### config.mk
export PLATFORM = sky130hd
export DESIGN_NAME = fsr_status_regs
export DESIGN_NICKNAME = d
export VERILOG_FILES = /design/src/design/fsr_pkg.sv /design/src/design/fsr_status_regs.sv /design/src/design/fsr_sync.sv /design/src/design/fsr_drive_sel.sv
export SDC_FILE = /design/constraint.sdc
export NUM_CORES = 1
export LEC_CHECK = 0
export CORE_MARGIN = 1.5
export CORE_UTILIZATION = 30
export CTS_CLUSTER_DIAMETER = 30
export DETAILED_ROUTE_END_ITERATION = 8
export DONT_BUFFER_PORTS = 1
export PLACE_DENSITY = 0.52
export SYNTH_ARGS = -nofsm -noshare
export SYNTH_HDL_FRONTEND = slang
export SYNTH_HIERARCHICAL = 1
export SYNTH_SLANG_ARGS = --single-unit
export TNS_END_PERCENT = 100
### constraint.sdc
create_clock -name CORE_CLK -period 5.1 [get_ports CORE_CLK]
set_clock_uncertainty 0.05 [all_clocks]
set_input_delay 1.02 -clock CORE_CLK [delete_from_list [all_inputs] [get_ports CORE_CLK]]
set_output_delay 1.02 -clock CORE_CLK [all_outputs]
set_load 0.02 [all_outputs]
### src/design/fsr_pkg.sv
package fsr_pkg;

	// ----------------------------------------
	// command opcodes
	// ----------------------------------------
	localparam logic [7:0] OP_RD_SR1 = 8'h05;
	localparam logic [7:0] OP_RD_SR2 = 8'h35;
	localparam logic [7:0] OP_RD_SR3 = 8'h15;
	localparam logic [7:0] OP_WR_SR1 = 8'h01;
	localparam logic [7:0] OP_WR_SR2 = 8'h31;
	localparam logic [7:0] OP_WR_SR3 = 8'h11;
	localparam logic [7:0] OP_WREN = 8'h06;
	localparam logic [7:0] OP_WRDI = 8'h04;

	// ----------------------------------------
	// field positions
	// ----------------------------------------
	localparam int SR1_SPL = 7;
	localparam int SR1_WRLATCH = 1;
	localparam int SR1_BUSY = 0;
	localparam int SR2_ESUS = 7;
	localparam int SR2_PSUS = 2;
	localparam int SR2_QUAD = 1;
	localparam int SR2_SPH = 0;
	localparam int SR3_DRIVE_LO = 5;
	localparam int SR3_DRIVE_HI = 6;

	// ----------------------------------------
	// writable masks and reset values
	// ----------------------------------------
	localparam logic [7:0] SR1_WMASK = 8'hfc;
	localparam logic [7:0] SR2_WMASK = 8'h7b;
	localparam logic [7:0] SR3_WMASK = 8'h60;
	localparam logic [7:0] SR1_RST = 8'h00;
	localparam logic [7:0] SR2_RST = 8'h02;
	localparam logic [7:0] SR3_RST = 8'h60;

	// ----------------------------------------
	// drive encodings
	// ----------------------------------------
	localparam logic [1:0] DRIVE_AUTO = 2'b11;
	localparam logic [1:0] DRIVE_HALF = 2'b10;
	localparam logic [1:0] DRIVE_3Q = 2'b01;
	localparam logic [1:0] DRIVE_FULL = 2'b00;

	// ----------------------------------------
	// serial framing and timing
	// ----------------------------------------
	localparam logic [2:0] BIT_MSB = 3'h7;
	localparam logic [3:0] BYTE_BITS = 4'h8;
	localparam logic [3:0] OPC_LAST = 4'h7;
	localparam logic [1:0] SEL_SR1 = 2'h0;
	localparam logic [1:0] SEL_SR2 = 2'h1;
	localparam logic [1:0] SEL_SR3 = 2'h2;
	localparam int CLK_PERIOD_NS = 10;
	localparam int T_WRSR_NS = 5000;
	localparam int WRSR_CYC = (T_WRSR_NS + CLK_PERIOD_NS - 1) / CLK_PERIOD_NS;
	localparam logic [11:0] WRSR_CNT = 12'(WRSR_CYC);
	localparam logic [11:0] WCNT_ONE = 12'h001;

	typedef enum logic [3:0] {
		FSR_OPC = 4'b0001,
		FSR_RD = 4'b0010,
		FSR_WDAT = 4'b0100,
		FSR_SKIP = 4'b1000
	} fsr_state_e;

	function automatic logic [7:0] fsr_merge(input logic [7:0] old_v,
		input logic [7:0] new_v, input logic [7:0] mask);
		fsr_merge = (old_v & ~mask) | (new_v & mask);
	endfunction

endpackage

### src/design/fsr_status_regs.sv
// Summary of operation
// - opcode 05h selects register one; its bits stream out starting next clock.
// - after bit 0 the stream restarts at bit 7 while selected and clocked.
// - every repeated byte carries live register contents, busy changes included.
// - chip select high ends the read and floats the serial output.
// - chip select may rise at any bit position without error.
// - status reads are accepted even while program or erase runs.
// - opcode 35h streams register two the same repeating way.
// - register three reads with 15h and writes with 11h.
// - writes change only writable bits; read-only bits keep hardware values.
// - register one bits 7..2 are writable protect, sector, top/bottom, levels.
// - register one bit 1 is the read-only write enable latch, default 0.
// - register one bit 0 is the read-only busy flag.
// - register two bit 7 is read-only erase suspended, default 0.
// - register two bit 2 is read-only program suspended, default 0.
// - register two bit 6 is writable protect complement, default 0.
// - register two bits 5..3 are writable page locks, default unlocked.
// - register two bit 1 is writable quad enable, default 1.
// - register two bit 0 is writable status protect high bit.
// - register three bits 6:5 set output drive, default 11.
// - drive field 11 lets the device pick strength from supply.
// - write enable latch reads 0 after reset and clears after operations.
`timescale 1ns/1ps
module fsr_status_regs
	import fsr_pkg::*;
(
	// clock and reset
	input wire logic CORE_CLK,
	input wire logic RST,
	// serial pins
	input wire logic CS_N,
	input wire logic SCLK,
	input wire logic SI,
	input wire logic WP_N,
	output logic SO,
	output logic SO_OE,
	// core status
	input wire logic PE_BUSY,
	input wire logic ERASE_SUSP,
	input wire logic PROG_SUSP,
	input wire logic OP_END,
	input wire logic VCC_LOW,
	// configuration out
	output logic [2:0] BLOCK_PROTECT,
	output logic TOP_BOTTOM,
	output logic SECTOR_SIZE,
	output logic PROT_COMPLEMENT,
	output logic [2:0] PAGE_LOCK,
	output logic QUAD_IO_EN,
	output logic [1:0] DRIVE_LEVEL,
	output logic WRITE_ENABLED,
	output logic SR_WRITE_BUSY
);
	import fsr_pkg::*;

	// ----------------------------------------
	// pin sampling and edges
	// ----------------------------------------
	logic [3:0] pin_s;
	logic cs_n_s;
	logic sclk_s;
	logic si_s;
	logic wp_n_s;
	logic sclk_p_q;
	logic cs_p_q;
	logic rise;
	logic fall;
	logic cs_end;

	fsr_sync #(.W(4)) u_sync (
		.clk(CORE_CLK),
		.rst(RST),
		.din({WP_N, SI, SCLK, ~CS_N}),
		.dout(pin_s)
	);

	// select is carried inverted so the synchroniser's reset reads as deselected
	assign cs_n_s = ~pin_s[0];
	assign sclk_s = pin_s[1];
	assign si_s = pin_s[2];
	assign wp_n_s = pin_s[3];
	assign rise = sclk_s & ~sclk_p_q & ~cs_n_s;
	assign fall = ~sclk_s & sclk_p_q & ~cs_n_s;
	assign cs_end = cs_n_s & ~cs_p_q;

	always_ff @(posedge CORE_CLK or posedge RST) begin
		if (RST) begin
			sclk_p_q <= 1'b0;
			cs_p_q <= 1'b1;
		end else begin
			sclk_p_q <= sclk_s;
			cs_p_q <= cs_n_s;
		end
	end

	// ----------------------------------------
	// live register images
	// ----------------------------------------
	logic [7:0] sr1_q;
	logic [7:0] sr2_q;
	logic [7:0] sr3_q;
	logic wel_q;
	logic wbusy_q;
	logic busy;
	logic locked;
	logic [7:0] sr1_live;
	logic [7:0] sr2_live;
	logic [7:0] sr3_live;
	logic [1:0] sel_q;
	logic [7:0] live;

	assign busy = wbusy_q | PE_BUSY;
	// 11 on both protect bits treated as locked too
	assign locked = sr2_q[SR2_SPH] | (sr1_q[SR1_SPL] & ~wp_n_s);

	always_comb begin
		sr1_live = sr1_q & SR1_WMASK;
		sr1_live[SR1_WRLATCH] = wel_q;
		sr1_live[SR1_BUSY] = busy;
		sr2_live = sr2_q & SR2_WMASK;
		sr2_live[SR2_ESUS] = ERASE_SUSP;
		sr2_live[SR2_PSUS] = PROG_SUSP;
		sr3_live = sr3_q & SR3_WMASK;
		case (sel_q)
			SEL_SR1: live = sr1_live;
			SEL_SR2: live = sr2_live;
			default: live = sr3_live;
		endcase
	end

	// ----------------------------------------
	// serial command engine
	// ----------------------------------------
	fsr_state_e state_q;
	fsr_state_e state_d;
	logic [3:0] cnt_q;
	logic [3:0] cnt_d;
	logic [7:0] sh_q;
	logic [7:0] sh_d;
	logic [7:0] cmd_q;
	logic [7:0] cmd_d;
	logic [1:0] sel_d;
	logic [2:0] idx_q;
	logic [2:0] idx_d;
	logic [7:0] snap_q;
	logic [7:0] snap_d;
	logic so_q;
	logic so_d;
	logic oe_q;
	logic oe_d;
	logic over_q;
	logic over_d;
	logic [7:0] opc;
	logic do_wr;
	logic do_wren;
	logic do_wrdi;

	always_comb begin
		state_d = state_q;
		cnt_d = cnt_q;
		sh_d = sh_q;
		cmd_d = cmd_q;
		sel_d = sel_q;
		idx_d = idx_q;
		snap_d = snap_q;
		so_d = so_q;
		oe_d = oe_q;
		over_d = over_q;
		opc = {sh_q[6:0], si_s};
		do_wr = 1'b0;
		do_wren = 1'b0;
		do_wrdi = 1'b0;
		if (cs_n_s) begin
			// deselect ends any command at any bit position
			if (cs_end) begin
				do_wr = (state_q == FSR_WDAT) && (cnt_q == BYTE_BITS) && !over_q;
				do_wren = (state_q == FSR_SKIP) && !over_q && (cmd_q == OP_WREN);
				do_wrdi = (state_q == FSR_SKIP) && !over_q && (cmd_q == OP_WRDI);
			end
			state_d = FSR_OPC;
			cnt_d = '0;
			over_d = 1'b0;
			oe_d = 1'b0;
		end else begin
			case (state_q)
				FSR_OPC: begin
					if (rise) begin
						sh_d = opc;
						cnt_d = cnt_q + 4'h1;
						if (cnt_q == OPC_LAST) begin
							cmd_d = opc;
							cnt_d = '0;
							idx_d = BIT_MSB;
							state_d = FSR_SKIP;
							// reads accepted regardless of busy
							case (opc)
								OP_RD_SR1: begin
									sel_d = SEL_SR1;
									state_d = FSR_RD;
								end
								OP_RD_SR2: begin
									sel_d = SEL_SR2;
									state_d = FSR_RD;
								end
								OP_RD_SR3: begin
									sel_d = SEL_SR3;
									state_d = FSR_RD;
								end
								OP_WR_SR1: begin
									sel_d = SEL_SR1;
									state_d = FSR_WDAT;
								end
								OP_WR_SR2: begin
									sel_d = SEL_SR2;
									state_d = FSR_WDAT;
								end
								OP_WR_SR3: begin
									sel_d = SEL_SR3;
									state_d = FSR_WDAT;
								end
								default: begin
									state_d = FSR_SKIP;
								end
							endcase
						end
					end
				end
				FSR_RD: begin
					if (fall) begin
						oe_d = 1'b1;
						// byte start takes a fresh snapshot so polling sees updates
						if (idx_q == BIT_MSB) begin
							snap_d = live;
							so_d = live[BIT_MSB];
						end else begin
							so_d = snap_q[idx_q];
						end
						idx_d = idx_q - 3'h1;
					end
				end
				FSR_WDAT: begin
					if (rise) begin
						sh_d = opc;
						if (cnt_q == BYTE_BITS) begin
							over_d = 1'b1;
						end else begin
							cnt_d = cnt_q + 4'h1;
						end
					end
				end
				FSR_SKIP: begin
					if (rise) begin
						over_d = 1'b1;
					end
				end
				default: begin
					state_d = FSR_OPC;
				end
			endcase
		end
	end

	always_ff @(posedge CORE_CLK or posedge RST) begin
		if (RST) begin
			state_q <= FSR_OPC;
			cnt_q <= '0;
			sh_q <= '0;
			cmd_q <= '0;
			sel_q <= SEL_SR1;
			idx_q <= BIT_MSB;
			snap_q <= '0;
			so_q <= 1'b0;
			oe_q <= 1'b0;
			over_q <= 1'b0;
		end else begin
			state_q <= state_d;
			cnt_q <= cnt_d;
			sh_q <= sh_d;
			cmd_q <= cmd_d;
			sel_q <= sel_d;
			idx_q <= idx_d;
			snap_q <= snap_d;
			so_q <= so_d;
			oe_q <= oe_d;
			over_q <= over_d;
		end
	end

	// ----------------------------------------
	// register update and write cycle
	// ----------------------------------------
	logic [7:0] sr1_d;
	logic [7:0] sr2_d;
	logic [7:0] sr3_d;
	logic wel_d;
	logic wbusy_d;
	logic [11:0] wcnt_q;
	logic [11:0] wcnt_d;

	always_comb begin
		sr1_d = sr1_q;
		sr2_d = sr2_q;
		sr3_d = sr3_q;
		wel_d = wel_q;
		wbusy_d = wbusy_q;
		wcnt_d = wcnt_q;
		if (wbusy_q) begin
			wcnt_d = wcnt_q - WCNT_ONE;
			if (wcnt_q == WCNT_ONE) begin
				wbusy_d = 1'b0;
				wel_d = 1'b0;
			end
		end
		if (OP_END || do_wrdi) begin
			wel_d = 1'b0;
		end
		if (state_q == FSR_WDAT && cs_end) begin
			// full opcode seen: an ending drops the latch unless the write is accepted, which holds it until the write cycle ends
			wel_d = 1'b0;
			if (do_wr && wel_q && !locked && !busy) begin
				wel_d = 1'b1;
				wbusy_d = 1'b1;
				wcnt_d = WRSR_CNT;
				case (sel_q)
					SEL_SR1: sr1_d = fsr_merge(sr1_q, sh_q, SR1_WMASK);
					SEL_SR2: sr2_d = fsr_merge(sr2_q, sh_q, SR2_WMASK);
					default: sr3_d = fsr_merge(sr3_q, sh_q, SR3_WMASK);
				endcase
			end
		end
		// a set in the same cycle as a clear wins
		if (do_wren) begin
			wel_d = 1'b1;
		end
	end

	always_ff @(posedge CORE_CLK or posedge RST) begin
		if (RST) begin
			sr1_q <= SR1_RST;
			sr2_q <= SR2_RST;
			sr3_q <= SR3_RST;
			wel_q <= 1'b0;
			wbusy_q <= 1'b0;
			wcnt_q <= '0;
		end else begin
			sr1_q <= sr1_d;
			sr2_q <= sr2_d;
			sr3_q <= sr3_d;
			wel_q <= wel_d;
			wbusy_q <= wbusy_d;
			wcnt_q <= wcnt_d;
		end
	end

	// ----------------------------------------
	// outputs
	// ----------------------------------------
	fsr_drive_sel u_drv (
		.clk(CORE_CLK),
		.rst(RST),
		.field(sr3_q[SR3_DRIVE_HI:SR3_DRIVE_LO]),
		.vcc_low(VCC_LOW),
		.level(DRIVE_LEVEL)
	);

	assign SO = so_q;
	assign SO_OE = oe_q;
	assign BLOCK_PROTECT = sr1_q[4:2];
	assign TOP_BOTTOM = sr1_q[5];
	assign SECTOR_SIZE = sr1_q[6];
	assign PROT_COMPLEMENT = sr2_q[6];
	assign PAGE_LOCK = sr2_q[5:3];
	assign QUAD_IO_EN = sr2_q[SR2_QUAD];
	assign WRITE_ENABLED = wel_q;
	assign SR_WRITE_BUSY = wbusy_q;
endmodule

### src/design/fsr_sync.sv
`timescale 1ns/1ps
module fsr_sync #(
	parameter int W = 4
) (
	// clock and reset
	input wire logic clk,
	input wire logic rst,
	// pins in, synchronised out
	input wire logic [W-1:0] din,
	output logic [W-1:0] dout
);
	logic [W-1:0] s1_q;
	logic [W-1:0] s1_d;
	logic [W-1:0] s2_d;

	always_comb begin
		s1_d = din;
		s2_d = s1_q;
	end

	// first stage feeds only the second
	always_ff @(posedge clk or posedge rst) begin
		if (rst) begin
			s1_q <= '0;
			dout <= '0;
		end else begin
			s1_q <= s1_d;
			dout <= s2_d;
		end
	end
endmodule

### src/design/fsr_drive_sel.sv
`timescale 1ns/1ps
module fsr_drive_sel
	import fsr_pkg::*;
(
	// clock and reset
	input wire logic clk,
	input wire logic rst,
	// field and supply sense
	input wire logic [1:0] field,
	input wire logic vcc_low,
	// applied strength
	output logic [1:0] level
);
	logic [1:0] level_d;

	always_comb begin
		level_d = field;
		// auto picks by supply: a weak supply needs full drive
		if (field == DRIVE_AUTO) begin
			level_d = vcc_low ? DRIVE_FULL : DRIVE_3Q;
		end
	end

	always_ff @(posedge clk or posedge rst) begin
		if (rst) begin
			level <= DRIVE_FULL;
		end else begin
			level <= level_d;
		end
	end
endmodule

==> run metrics <==
startpoint types flip-flop; I/O pin cnt 27; WL met2 about 3500 um; final WL ~7600 um; synthesis-stage register bit count 80; Yosys cell types 49; vias per cell roughly 4.6; Slowest cell on crit path and4b_1; worst setup margin ~2.6 ns; FP Rows 40; post-cts sizing count 0; Leak Pwr ~1.8 nW; vias in the first global route about 2500; worst reg-to-reg path cell count 4; DP Cell Count roughly 480; RR Endpoint snap_q[4]$_DFFE_PP0P_; hold_sp u_sync/s1_q[1]$_DFF_PP0_; mapped cell area approximately 3700 um2; run status complete, no violations; Skew-Pair Late Insertion Delay 0.34 ns; Worst Path Required ~5.3 ns; via count 2287; share of cells above drive strength 1 20.31%; Setup violations, final 0; final worst path period share 49.28%; Slew Viols, Final 0; Syn-to-layout area delta 13.08%; kind of path behind the tightest hold check reg -> reg; Clock Path Buffers 2; initial core utilization slightly above 30%; clk slew on worst S/H paths around 0.060 ns; flop2flop setup slack ~2.6 ns; syn_area_per_cell between 10 and 15 um2; total CTS buffers 9; Post-Route Setup TNS 0 ns; Max Freq slightly below 400 MHz; cell area power density 371.4 nW/um2; worst slew pin tran between 0.7 and 0.8 ns; area fraction of the dominant cell type after synthesis about half; initial antenna violation count 0; largest net degree at the start of global routing 39; # Post-CTS Setup Buffers 0; reg2reg start state_q[3]$_DFFE_PP0P_; Max Cap Viol 0; CTS root buffer clkbuf_16; slowest cell delay on critical path between 0.5 and 0.6 ns; average routed wire per standard cell ~15 um; Hold Path Depth 0; CP Class reg -> reg; full die area between 10000 and 15000 um2; Syn Inst Count roughly 330; ys flop type dfrtp_1; commonest cells after routing, fill and taps aside 72 x dfrtp_1, 38 x nand2_1, 27 x mux2_2, 21 x nor2_1, 17 x inv_1; first-pass GRT wire length roughly 13000 um; sequential-to-total area share from yosys stat between 50% and 60%; worst-path cell chain nor4b_1 > and4b_1 > and3_1 > mux2_2; top routing layer used met4; final cell count without fillers 493; DRT met1 WL about 3700 um; antenna viol nets, final 0; CP arrival 2.69 ns; worst vdd ir about 0.20 mV; number of flops mapped to enable cells by yosys 0; Hold-fix buffers, CTS 0; port bufs 0; cell taking the most area after synthesis dfrtp_1; htree depth 3; length of routed met3 wiring about 290 um; Remaining Overflow, GRT 0; commonest non-fill, non-tap cell in the layout dfrtp_1; WHS Endpoint u_sync/dout[1]$_DFF_PP0_; Ant. Diodes 0; Post-Synthesis Net Count roughly 340; Core Area 12060 um2; detailed-route DRC error count 0; Iteration-0 DRC Markers ~160; nets around 340; CTS Sinks 80; YS warnings 6; Max-slew headroom about half; dpl ws between 2 and 2.5 ns; CP Max Fanout 10; Worst setup EP type flip-flop; die height 114.5 um; Pre-antenna DRT Iters 5; GP Congestion 0.7263; Final Hold Vio Count 0; Synth area leaders dfrtp_1 48%, mux2_2 8.1%, dfstp_2 5.6%; all-layer global routing usage 12.86%; post-DP HPWL roughly 5400 um; CTS tree done; fin crit period around 2.5 ns; RSZ-0062 raised after global routing false; Post-synth ARST share 100.0%; Die X between 100 and 150 um
-- state kept, by name (all words and copies together), names as in the netlist, 2 cells and up --
name / flops
sh_q: 8
sr2_q: 6
state_q: 4
u_drv/level: 2
cmd_q: 8
sr1_q: 6
u_sync/s1_q: 4
wcnt_q: 12
sr3_q: 2
u_sync/dout: 4
snap_q: 8
cnt_q: 4
idx_q: 3
sel_q: 2
-- cell type report --
cell class	instances	area [um2]
well taps	168	210.2
repair buffers	1	7.507
clock buffers	11	242.7
flip-flops and latches	80	2012
clock inverters	5	127.6
inverters	18	67.56
multi-input cells	210	1551
fillers	1199	7843
-- logic make-up after synthesis --
family,count (synthesis),share of synthesized area [%]
xor gates and xnor gates,13,3.052
buffers and inverters,36,4.494
DFF,80,53.92
AOI/OAI and AO/OA,35,5.667
muxes,38,12.04
adders and majority gates,6,2.012
and+or+nand+nor,118,18.81
-- Yosys cell counts, drive strengths merged (6+ instances only) --
| master | number |
|---|---|
| dfstp | 8 |
| nor3 | 7 |
| mux2 | 29 |
| inv | 18 |
| dfrtp | 72 |
| a21oi | 7 |
| nor4b | 8 |
| nand2 | 38 |
| nor2 | 21 |
| o21ai | 15 |
| xor2 | 6 |
| buf | 10 |
| xnor2 | 7 |
| mux2i | 7 |
| ha | 6 |
| nand3 | 8 |
| clkbuf | 8 |
-- worst max path at each step --
stage	from	to	slack [ns]	cells past startpoint
finish	state_q[3]$_DFFE_PP0P_	snap_q[4]$_DFFE_PP0P_	2.59	4
global placement	PE_BUSY	sr1_q[3]$_DFFE_PP0P_	2.53	4
floorplan	RST	SO$_DFFE_PP0P_	2.28	1
detailed placement	PE_BUSY	sr2_q[3]$_DFFE_PP0P_	2.47	4
CTS	state_q[3]$_DFFE_PP0P_	snap_q[4]$_DFFE_PP0P_	2.58	4
global route	state_q[3]$_DFFE_PP0P_	snap_q[4]$_DFFE_PP0P_	2.41	4
-- per-stage QoR --
| stage | utilization [%] | hold slack [ns] | area (um2) | power (mW) |
|---|---|---|---|---|
| floorplan | - | 0.2812 | 3731 | 0.7540 |
| global placement | 31.91 | 0.2831 | 3849 | 0.7863 |
| detailed placement | 31.91 | 0.2847 | 3849 | 0.7894 |
| CTS | 34.98 | 0.2976 | 4219 | 1.593 |
| global route | 34.98 | 0.3051 | 4219 | 1.636 |
| finish | 34.98 | 0.2960 | 4219 | 1.567 |
-- layer usage --
| metal | global-route usage (%) | up-vias |
|---|---|---|
| li1 | - | 1115 |
| met5 | 0 | - |
| met2 | 19.84 | 22 |
| met1 | 16.82 | 1142 |
| met4 | 5.000 | 0 |
| met3 | 4.076 | 8 |
-- worst max-delay path: cells and delay by family, from the launching register on --
kind             cells  cell delay, ns
and+or+nand+nor      3            1.49
DFF                  1            0.47
muxes                1            0.38
-- power by group --
group | leakage, nW | switching (mW) | internal, mW
registers | 1.00 | 0.0496 | 0.664
clock network | 0.176 | 0.251 | 0.541
logic | 0.648 | 0.0327 | 0.0288
total | 1.82 | 0.334 | 1.23
Note: power is estimated with default switching activity, not from simulation.
